File: config.mk
export PLATFORM = sky130hd
export DESIGN_NAME = exception_entry_state
export DESIGN_NICKNAME = d
export VERILOG_FILES = /design/src/exc_pkg.sv /design/src/exc_vector.sv /design/src/exception_entry_state.sv
export VERILOG_INCLUDE_DIRS = /design/src
export SDC_FILE = /design/constraint.sdc
export NUM_CORES = 1
export LEC_CHECK = 0
export BUFFER_PORTS_ARGS = -buffer_cell sky130_fd_sc_hd__clkbuf_2
export CORE_AREA = 2 2 153 155
export DETAILED_ROUTE_END_ITERATION = 8
export DIE_AREA = 0 0 155 157
export GPL_ROUTABILITY_DRIVEN = 1
export PLACE_DENSITY_LB_ADDON = 0.2
export SLEW_MARGIN = 25
export SYNTH_ARGS = -nofsm -noshare
export SYNTH_HDL_FRONTEND = slang
export SYNTH_SLANG_ARGS = --single-unit
File: constraint.sdc
create_clock -name core_clk -period 2.25 [get_ports core_clk]
set_input_delay 0.1125 -clock core_clk [delete_from_list [all_inputs] [get_ports core_clk]]
set_output_delay 0.1125 -clock core_clk [all_outputs]
set_load 0.02 [all_outputs]
File: src/exc_consts.svh
`ifndef EXC_CONSTS_SVH
`define EXC_CONSTS_SVH

// ============================================================
// register offsets (byte addresses, 64-bit words)
`define REG_MSW_OFF 5'h00
`define REG_SRPC_OFF 5'h08
`define REG_SRST_OFF 5'h10
`define REG_RSTCAUSE_OFF 5'h18

// ============================================================
// machine state word fields, vector index = 63 - architected bit
`define MSW_WIDE 63
`define MSW_EXC_WIDE 61
`define MSW_LOWPWR 18
`define MSW_EXC_LE 16
`define MSW_AIE 15
`define MSW_USER 14
`define MSW_FPAVAIL 13
`define MSW_MCE 12
`define MSW_FEXC_LO 11
`define MSW_STEP 10
`define MSW_BRTRACE 9
`define MSW_FEXC_HI 8
`define MSW_VEC_HI 6
`define MSW_ITRANS 5
`define MSW_DTRANS 4
`define MSW_RECOV 1
`define MSW_BYTESWAP 0

// implemented bits; the rest reads as zero
`define MSW_IMPL_MASK 64'ha000_0000_0005_ff73
// architected bits 0, 48-55, 57-59, 63 copied on entry
`define SRST_COPY_MASK 64'h8000_0000_0000_ff71
// architected bits 33-36 and 42-47 carry exception information
`define SRST_INFO_HI 30
`define SRST_INFO_HI_LO 27
`define SRST_INFO_LO_HI 21
`define SRST_INFO_LO 16

// ============================================================
// vectors
`define VEC_SYS_RESET 20'h00100
`define VEC_HIGH_BASE 64'h0000_0000_fff0_0000

// reset cause register fields
`define RC_POWER_ON 0
`define RC_SOFT 1

`endif

File: src/exc_pkg.sv
package exc_pkg;
    typedef enum logic [0:0] {
        ST_RUN,
        ST_DRAIN
    } entry_state_t;
    typedef logic [63:0] word_t;
endpackage : exc_pkg

File: src/exc_vector.sv
`timescale 1ns/10ps
`include "exc_consts.svh"

module exc_vector (
    // selection
    input wire logic vecHigh,
    input wire logic [19:0] offset,
    // result
    output logic [63:0] vecAddr
);
    // ============================================================
    // base is zero or 0xfff00000 above the offset field
    wire [63:0] baseAddr = vecHigh ? `VEC_HIGH_BASE : 64'h0;
    assign vecAddr = baseAddr | {44'h0, offset};
endmodule : exc_vector

File: src/exception_entry_state.sv
`timescale 1ns/10ps
`include "exc_consts.svh"

// Behaviour
// - any entry clears power, interrupt enable, mode, float, trace, translate, recover bits
// - machine check enable cleared only by machine check entry
// - byte order bit takes exception little endian value on entry
// - wide mode set on entry, or copied from exception wide select
// - reserved state word bits are not stored and read zero
// - selected state word bits saved before the word is overwritten
// - system reset request is non-maskable and asynchronous
// - saved pc on system reset is the next instruction address
// - system reset saves copy bits and clears information bits
// - saved recover bit copies flag when recoverable, else cleared
// - system reset fetch resumes at offset 0x00100 from vector base
// - recoverable system reset waits for prior instructions to complete
// - lost external, decrementer, store error or float exception means unrecoverable
// - unrecoverable system reset enters without waiting for prior instructions
// - software can tell power-on reset from a soft reset
// - vector base zero or 0xfff00000 above the offset
// - new state word governs the first handler fetch
// - external and decrementer requests held off while enable is clear
module exception_entry_state
    import exc_pkg::*;
#(
    parameter bit WIDE_IMPL = 1'b1,
    parameter bit EXC_WIDE_IMPL = 1'b0
) (
    // clock and reset
    input wire logic core_clk,
    input wire logic rst_n,
    // system reset request pin
    input wire logic sysResetReq,
    // instruction sequencer
    input wire logic [63:0] nextPc,
    input wire logic priorDone,
    input wire logic excReq,
    input wire logic excIsMachineCheck,
    input wire logic [19:0] excOffset,
    input wire logic [9:0] excInfo,
    input wire logic asyncReq,
    input wire logic [19:0] asyncOffset,
    // losses that make a system reset unrecoverable
    input wire logic lostAsyncInt,
    input wire logic lostStoreError,
    input wire logic lostFloatProgram,
    // register port
    input wire logic [4:0] regAddr,
    input wire logic [63:0] regWrData,
    input wire logic regWr,
    input wire logic regRd,
    output logic [63:0] regRdData,
    // towards fetch and execution
    output logic fetchRedirect,
    output logic [63:0] fetchAddr,
    output logic excAck,
    output logic asyncAck,
    output logic [63:0] machineStateWord
);

    // ============================================================
    // state
    word_t msw_ff;
    word_t srPc_ff;
    word_t srState_ff;
    logic [1:0] resetCause_ff;
    logic syncA_ff;
    logic syncB_ff;
    logic syncC_ff;
    logic resetPend_ff;
    logic drainRecov_ff;
    entry_state_t state_ff;
    entry_state_t nxt_state;
    word_t rdData_ff;
    logic redirect_ff;
    word_t fetchAddr_ff;
    logic excAck_ff;
    logic asyncAck_ff;

    // ============================================================
    // request selection
    wire resetEdge = syncB_ff & ~syncC_ff;
    wire resetSeen = resetEdge | resetPend_ff;
    wire lossAny = lostAsyncInt | lostStoreError | lostFloatProgram;
    wire recoverNow = ~lossAny;
    // an unrecoverable reset does not wait for older instructions
    wire resetGo = (state_ff == ST_DRAIN) ? (priorDone | lossAny)
                                          : (resetSeen & lossAny);
    wire resetDrain = (state_ff == ST_RUN) & resetSeen & ~lossAny;
    // reset owns the entry slot; other requests retry later
    wire blockOthers = resetSeen | (state_ff == ST_DRAIN);
    wire syncGo = excReq & ~blockOthers;
    wire asyncGo = asyncReq & msw_ff[`MSW_AIE] & ~blockOthers & ~excReq;
    wire enterAny = resetGo | syncGo | asyncGo;
    wire resetRecov = (state_ff == ST_DRAIN) ? (drainRecov_ff & recoverNow) : 1'b0;

    // ============================================================
    // new state word
    function automatic word_t entry_msw(input word_t cur, input logic isMchk);
        word_t m;
        m = cur;
        m[`MSW_LOWPWR] = 1'b0;
        m[`MSW_AIE] = 1'b0;
        m[`MSW_USER] = 1'b0;
        m[`MSW_FPAVAIL] = 1'b0;
        m[`MSW_FEXC_LO] = 1'b0;
        m[`MSW_STEP] = 1'b0;
        m[`MSW_BRTRACE] = 1'b0;
        m[`MSW_FEXC_HI] = 1'b0;
        m[`MSW_ITRANS] = 1'b0;
        m[`MSW_DTRANS] = 1'b0;
        m[`MSW_RECOV] = 1'b0;
        if (isMchk) begin
            m[`MSW_MCE] = 1'b0;
        end
        m[`MSW_BYTESWAP] = cur[`MSW_EXC_LE];
        if (WIDE_IMPL) begin
            m[`MSW_WIDE] = EXC_WIDE_IMPL ? cur[`MSW_EXC_WIDE] : 1'b1;
        end
        return m & `MSW_IMPL_MASK;
    endfunction : entry_msw

    // saved state: copy bits, information bits, recover bit
    function automatic word_t entry_srst(input word_t cur, input logic [9:0] info,
                                         input logic recov);
        word_t s;
        s = cur & `SRST_COPY_MASK;
        s[`SRST_INFO_HI:`SRST_INFO_HI_LO] = info[9:6];
        s[`SRST_INFO_LO_HI:`SRST_INFO_LO] = info[5:0];
        s[`MSW_RECOV] = recov & cur[`MSW_RECOV];
        return s;
    endfunction : entry_srst

    wire isMchk = syncGo & excIsMachineCheck;
    wire word_t nxt_msw_entry = entry_msw(msw_ff, isMchk);
    // system reset leaves information bits clear
    wire [9:0] infoSel = resetGo ? 10'h000 : (syncGo ? excInfo : 10'h000);
    wire recovSel = resetGo ? resetRecov : 1'b1;
    wire word_t nxt_srst_entry = entry_srst(msw_ff, infoSel, recovSel);
    wire [19:0] offSel = resetGo ? `VEC_SYS_RESET : (syncGo ? excOffset : asyncOffset);
    logic [63:0] vecAddr;

    exc_vector u_vec (
        .vecHigh(msw_ff[`MSW_VEC_HI]),
        .offset(offSel),
        .vecAddr(vecAddr)
    );

    // ============================================================
    // register port decode
    wire wrMsw = regWr & (regAddr == `REG_MSW_OFF);
    wire wrSrPc = regWr & (regAddr == `REG_SRPC_OFF);
    wire wrSrst = regWr & (regAddr == `REG_SRST_OFF);
    wire wrCause = regWr & (regAddr == `REG_RSTCAUSE_OFF);
    wire word_t rdMux = (regAddr == `REG_MSW_OFF) ? msw_ff :
                        (regAddr == `REG_SRPC_OFF) ? srPc_ff :
                        (regAddr == `REG_SRST_OFF) ? srState_ff :
                        (regAddr == `REG_RSTCAUSE_OFF) ? {62'h0, resetCause_ff} :
                        64'h0;
    // entry beats a same-cycle software write so the three words stay consistent
    wire word_t nxt_msw = enterAny ? nxt_msw_entry :
                          (wrMsw ? (regWrData & `MSW_IMPL_MASK) : msw_ff);
    wire word_t nxt_srPc = enterAny ? nextPc : (wrSrPc ? regWrData : srPc_ff);
    wire word_t nxt_srState = enterAny ? nxt_srst_entry :
                              (wrSrst ? regWrData : srState_ff);
    // write one to clear; a new soft reset wins over the clear
    wire [1:0] nxt_cause = (resetCause_ff & ~(wrCause ? regWrData[1:0] : 2'b00)) |
                           {resetGo, 1'b0};

    always_comb begin
        nxt_state = state_ff;
        case (state_ff)
            ST_RUN: begin
                if (resetDrain) begin
                    nxt_state = ST_DRAIN;
                end
            end
            ST_DRAIN: begin
                if (resetGo) begin
                    nxt_state = ST_RUN;
                end
            end
            default: begin
                nxt_state = ST_RUN;
            end
        endcase
    end

    // ============================================================
    // synchroniser for the request pin
    always_ff @(posedge core_clk) begin
        if (!rst_n) begin
            syncA_ff <= 1'b0;
            syncB_ff <= 1'b0;
            syncC_ff <= 1'b0;
        end else begin
            syncA_ff <= sysResetReq;
            syncB_ff <= syncA_ff;
            syncC_ff <= syncB_ff;
        end
    end

    // ============================================================
    // sequencing
    always_ff @(posedge core_clk) begin
        if (!rst_n) begin
            state_ff <= ST_RUN;
            resetPend_ff <= 1'b0;
            drainRecov_ff <= 1'b0;
        end else begin
            state_ff <= nxt_state;
            resetPend_ff <= resetSeen & ~resetGo & ~resetDrain;
            drainRecov_ff <= resetDrain ? recoverNow : (drainRecov_ff & recoverNow);
        end
    end

    // ============================================================
    // architected registers, one update per entry
    always_ff @(posedge core_clk) begin
        if (!rst_n) begin
            msw_ff <= 64'h0;
            srPc_ff <= 64'h0;
            srState_ff <= 64'h0;
            resetCause_ff <= 2'b01;
        end else begin
            msw_ff <= nxt_msw;
            srPc_ff <= nxt_srPc;
            srState_ff <= nxt_srState;
            resetCause_ff <= nxt_cause;
        end
    end

    // ============================================================
    // outputs
    always_ff @(posedge core_clk) begin
        if (!rst_n) begin
            rdData_ff <= 64'h0;
            redirect_ff <= 1'b0;
            fetchAddr_ff <= 64'h0;
            excAck_ff <= 1'b0;
            asyncAck_ff <= 1'b0;
        end else begin
            rdData_ff <= regRd ? rdMux : 64'h0;
            // redirect lands with the new word, so the first fetch sees it
            redirect_ff <= enterAny;
            fetchAddr_ff <= enterAny ? vecAddr : fetchAddr_ff;
            excAck_ff <= syncGo;
            asyncAck_ff <= asyncGo;
        end
    end

    assign regRdData = rdData_ff;
    assign fetchRedirect = redirect_ff;
    assign fetchAddr = fetchAddr_ff;
    assign excAck = excAck_ff;
    assign asyncAck = asyncAck_ff;
    assign machineStateWord = msw_ff;

endmodule : exception_entry_state

==> impl_metrics.tcl, run 1 <==
set metrics [dict create \
    status "finished clean" \
    clock.fmax_ghz 0.481 \
    critical_path.startpoint "state_ff$_SDFF_PN0_" \
    finalSetupTns_ns 0 \
    stdcell_area_um2 14800 \
    clk_latency_ns 0.53 \
    hp-class "input pin to register" \
    ys_warn_count 0 \
    synthAdderAreaFrac_pct 0 \
    syn-cell-area_um2 10500 \
    hp-start "nextPc[26]" \
    fin_crit_ns 2.08 \
    muxShareOfSynthArea_pct 1.71 \
    num_rows 55 \
    place.detailed.hpwl_um 22000 \
    r2r-start "state_ff$_SDFF_PN0_" \
    synth_flop_cell "dfxtp_1" \
    synth_top_family_by_area "simple AND/OR/NAND/NOR gates" \
    instances_no_fill 1993 \
    rsz0062_at_grt "false" \
    drive_above_1_share_pct 25.5 \
    post_drt_wl_per_cell_um 18.7 \
    ir_drop_mv 0.468 \
    end_kind "register" \
    initial_core_util_pct 46.8 \
    r2r_slack_ns 0.17 \
    cts_sinks 241 \
    async_flop_share_pct 0 \
    vias 11100 \
    cts_tree "built" \
    worst-setup-path-type "register to register" \
    leakage_nw 6.15 \
    cts.reportedPaths.clkPinSlew_ns 0.06 \
    overflow 0 \
    clock_path_buffers 3 \
    gp_congestion 0.836 \
    worst_pin_slew_ns 0.615 \
    drt-pass1-iter-count 5 \
    ys_top_cells_by_area "dfxtp_1 (46%), nand2_1 (9.9%), a311oi_1 (7.4%)" \
    drt_iter0_drc 779 \
    grt_pass1_vias 10900 \
    finalSetupViolCount 0 \
    coreArea_um2 22500 \
    ys_types 49 \
    antenna_found_initial 0 \
    cp.required_ns 2.60 \
    cts-root-buf "clkbuf_16" \
    yosysTopAreaCell "dfxtp_1" \
    drc 0 \
    fillerInstances 1810 \
    synth-seq-cells 241 \
    yosysMostFrequentCell "nand2_1" \
    start_kind "register" \
    htree_levels 1 \
    yosysTopAreaCellShare_pct 45.8 \
    fin_crit_sh_pct 92.4 \
    antenna_left 0 \
    hold_violations 0 \
    maxCapViolCount 0 \
    cp_max_fo 47 \
    wl_um 37200 \
    cpPeakStageDelay_ns 0.52 \
    numCtsBuffers 26 \
    fin_util_pct 65.8 \
    area_growth_pct 40.5 \
    cp.arrival_ns 2.43 \
    antenna_cells 0 \
    avgSynthCellArea_um2 8.35 \
    crit_slowest_cell "buf_4" \
    place.port_buffers 310 \
    netlist_instances 1262 \
    post_drt_via_cell_ratio 5.55 \
    final_net_count 1884 \
    grt_max_degree 64 \
    crit_path_cell_trace "nor2_1, nand4_1, nand2_4, buf_4, a311oi_1" \
    grt_pass1_wl_um 57300 \
    synth_seq_area_share_pct 45.8 \
    dpl_cell_area_um2 12100 \
    dieArea_um2 24300 \
    ys_top_cells_by_count "nand2_1 (279), dfxtp_1 (241), buf_4 (98), nor3_1 (96), nor2_1 (93)" \
    p_per_area_nw_per_um2 711 \
    slew_headroom_pct 59.0 \
    grtUsageTotal_pct 29.2 \
    fp.dieH_um 157 \
    drv_slew 0 \
    yosys.area_share.simple_pct 20.5 \
    synth_compound_area_share_pct 20.4 \
    placed_cells_incl_taps 1772 \
    synth-edff-count 0 \
    synthXorXnorAreaFrac_pct 0 \
    fin_skew_ns 0.0148 \
    post-place-ws_ns 0.228 \
    layout_setup_ws_ns 0.171 \
    die-width_um 155 \
    io_pins 390 \
]
-- metal layers --
metal	vias to the layer above	part of all wire (%)	wire length, µm	global-route usage (%)
met5	-	0	0	0
met4	0	4.5	1680	14.3
met3	107	7.9	2940	4.30
met2	632	49	18300	50.9
met1	5190	38	14200	35.3
li1	5125	-	-	-
-- final cells by class --
type / instances / area [µm²] / area share (%)
multi-input cells: 891 / 4860 / 32.8
flip-flops and latches: 241 / 4820 / 32.6
repair buffers: 526 / 3820 / 25.8
clock buffers: 35 / 766 / 5.17
well taps: 285 / 357 / 2.41
clock inverters: 12 / 165 / 1.12
inverters: 3 / 13.8 / 0.0930
-- where the power goes --
part	internal [mW]	leakage [nW]	total [mW]	switching [mW]
clock	2.83	0.459	4.61	1.77
combinational	0.599	3.72	1.39	0.791
sequential	4.44	1.97	4.53	0.0924
-- sequential cells by signal, indices dropped and copies added (netlist names) --
register          flops
asyncAck              1
drainRecov_ff         1
excAck                1
fetchAddr            21
fetchRedirect         1
machineStateWord     17
regRdData            64
resetCause_ff         2
resetPend_ff          1
srPc_ff              64
srState_ff           64
state_ff              1
syncA_ff              1
syncB_ff              1
syncC_ff              1
-- cells by family after synthesis --
logic type | Yosys count
AO/OA/AOI/OAI | 281
buffers and inverters | 208
flip-flops | 241
multiplexers | 18
other | 1
AND/OR/NAND/NOR | 513
-- layout by cell type, fill, tap and decap left out, drive strengths merged, types with 3 or more instances in the layout --
cell,synthesis,layout
a221oi,11,11
buf,133,42
conb,1,79
nor3,96,96
nor2,93,93
nand4,4,4
clkbuf,72,345
nand2,279,279
bufinv,0,4
dlygate4sd3,0,174
o22ai,10,10
and2,6,6
a22oi,62,62
nand2b,18,18
nand3,5,5
inv,3,3
o21ai,26,26
clkinv,0,6
nor4,3,3
a21oi,65,65
mux2i,18,18
dfxtp,241,241
a311oi,96,96
-- metrics by stage --
step / hold WS, ns / power, mW
global route: 0.0337 / 10.9
global placement: 0.331 / 5.73
finish: 0.0146 / 10.5
floorplan: 0.189 / 5.37
CTS: 0.000856 / 10.6
detailed placement: 0.334 / 5.74
-- critical path: cells and delay by family, from the launching register on --
kind / cells / cell delay [ns]
AOI/OAI and AO/OA: 1 / 0.23
buffers and inverters: 1 / 0.52
DFF: 1 / 0.37
and+or+nand+nor: 3 / 0.77
-- repair_timing --
| action | 4_1_cts | 5_1_grt |
|---|---|---|
| endpoints found under the hold margin | 170 | 1 |
| hold buffers | 173 | 1 |
| gates resized for setup | 0 | 0 |
| setup buffers | 0 | 0 |
-- worst paths after layout --
check	to	depth (start not counted)
min reg2reg	syncB_ff$_SDFF_PN0_	1
min	srPc_ff[26]$_SDFFE_PN0P_	3
max	srPc_ff[52]$_SDFFE_PN0P_	5
max reg2reg	srPc_ff[52]$_SDFFE_PN0P_	5
(Power assumes the default switching activity.)
==> run 2, diff against run 1 <==
--- a/config.mk
+++ b/config.mk
@@ -11,6 +11,7 @@
 export DETAILED_ROUTE_END_ITERATION = 8
 export DIE_AREA = 0 0 155 157
 export GPL_ROUTABILITY_DRIVEN = 1
+export HOLD_SLACK_MARGIN = 0.1
 export PLACE_DENSITY_LB_ADDON = 0.2
 export SLEW_MARGIN = 25
 export SYNTH_ARGS = -nofsm -noshare
==> run 2 against run 1 <==
  * Sequential power about the same
  * Critical path type unchanged
  * Clock power about the same
  * Fmax down 1.3%
  * Critical endpoint is now fetchAddr[19]$_SDFFE_PN0P_
  * Clock-buffer cell count unchanged
==> impl_metrics.tcl, run 2 (synthesis results as in run 1) <==
set metrics [dict create \
    fillerInstances 1764 \
    p_int_mw 7.90 \
    num_rows 55 \
    post-place-ws_ns 0.228 \
    drv_slew 0 \
    pwr-share-seq_pct 42.9 \
    p_per_area_nw_per_um2 702 \
    cts.reportedPaths.clkPinSlew_ns 0.06 \
    initial_core_util_pct 46.8 \
    hold_violations 0 \
    antenna_found_initial 0 \
    drt_iter0_drc 783 \
    cts_sinks 241 \
    grtUsageTotal_pct 29.5 \
    cts-root-buf "clkbuf_16" \
    comb_power_share_pct 13.5 \
    drive_above_1_share_pct 25.1 \
    hp-class "input pin to register" \
    cp_max_fo 44 \
    status "finished clean" \
    cp.required_ns 2.66 \
    drt-pass1-iter-count 6 \
    start_kind "register" \
    wl_um 37600 \
    numCtsBuffers 26 \
    post_drt_wl_per_cell_um 18.6 \
    sw_frac_of_total_pct 25.2 \
    fin_crit_sh_pct 93.6 \
    ir_drop_mv 0.464 \
    antenna_left 0 \
    p_switching_mw 2.65 \
    place.port_buffers 310 \
    post_drt_via_cell_ratio 5.58 \
    clk_latency_ns 0.52 \
    dieArea_um2 24300 \
    htree_levels 1 \
    layout_common_cells "clkbuf_2 (310), nand2_1 (277), dfxtp_1 (241)" \
    grt_max_degree 64 \
    clock_power_share_pct 43.6 \
    rsz0062_at_grt "false" \
    cts_setup_buffers 0 \
    area_growth_pct 42.7 \
    cts_tree "built" \
    fin_crit_ns 2.11 \
    overflow 0 \
    clock.fmax_ghz 0.475 \
    leakage_nw 6.24 \
    coreArea_um2 22500 \
    die-width_um 155 \
    final_net_count 1907 \
    slew_headroom_pct 59.5 \
    io_pins 390 \
    finalSetupViolCount 0 \
    cp.arrival_ns 2.51 \
    drc 0 \
    finalSetupTns_ns 0 \
    grt_pass1_vias 11100 \
    place.detailed.hpwl_um 22000 \
    gp_congestion 0.836 \
    layout_setup_ws_ns 0.145 \
    worst_pin_slew_ns 0.607 \
    clock_path_buffers 3 \
    worst-setup-path-type "register to register" \
    grt_pass1_wl_um 57800 \
    fin_skew_ns 0.0170 \
    layout_commonest_cell "clkbuf_2" \
    fp.dieH_um 157 \
    vias 11300 \
    end_kind "register" \
    worst_hold_slack_ns 0.143 \
    maxCapViolCount 0 \
]
-- run 2: cell types whose count changed in the layout (fill, tap and decap cells not counted), sizes merged --
cell and delta:
diode +1, dlygate4sd3 +23
-- run 2: path summary, 6_finish.rpt --
check | start | end | slack, ns | depth (start not counted)
min reg2reg | syncA_ff$_SDFF_PN0_ | syncB_ff$_SDFF_PN0_ | 0.44 | 1
max reg2reg | state_ff$_SDFF_PN0_ | fetchAddr[19]$_SDFFE_PN0P_ | 0.14 | 6
max | state_ff$_SDFF_PN0_ | fetchAddr[19]$_SDFFE_PN0P_ | 0.14 | 6
min | regRd | regRdData[48]$_SDFF_PP0_ | 0.14 | 3
-- run 2: worst max-delay path, cell delays in order, from the launching register on --
cell       delay (ns)
dfxtp_1          0.37
a2111oi_4        0.41
a21boi_4         0.30
buf_12           0.28
nor2_1           0.10
buf_4            0.22
a311oi_1         0.30
-- run 2: cell type report --
cell class / count / area, µm² / area share [%]
Antenna cell: 1 / 2.50 / 0.0166
Clock buffer: 35 / 766 / 5.09
Clock inverter: 12 / 165 / 1.10
Inverter: 3 / 13.8 / 0.0915
Multi-Input combinational cell: 891 / 4860 / 32.3
Sequential cell: 241 / 4820 / 32.1
Tap cell: 285 / 357 / 2.37
Timing Repair Buffer: 549 / 4050 / 26.9
-- run 2: metrics by stage --
step / instance area, µm² / power (mW) / instances / util [%]
detailed placement: 12100 / 5.74 / 1772 / 53.9
global route: 15000 / 10.9 / 2016 / 66.8
global placement: 12100 / 5.73 / 1772 / 53.9
floorplan: 10800 / 5.37 / 1340 / -
CTS: 15000 / 10.6 / 2016 / 66.8
finish: 15000 / 10.6 / 2017 / 66.8
-- run 2: per-layer routing --
metal	global-route usage (%)	part of all wire (%)
met1	35.1	38
met2	52.3	49
met3	4.10	7.5
met4	14.2	5.0
met5	0	0
-- run 2: power groups by stage --
stage,Clock [mW],Sequential (mW),Combinational [mW]
2_1_floorplan,0,4.65,0.725
6_report,4.60,4.53,1.42
5_1_grt,4.82,4.55,1.53
3_5_place_dp,0,4.62,1.12
3_3_place_gp,0,4.62,1.11
4_1_cts,4.66,4.53,1.40
-- run 2: what timing repair did --
item,in CTS,in global routing
resized for setup,0,0
hold buffers,197,0
endpoints found under the hold margin,174,0
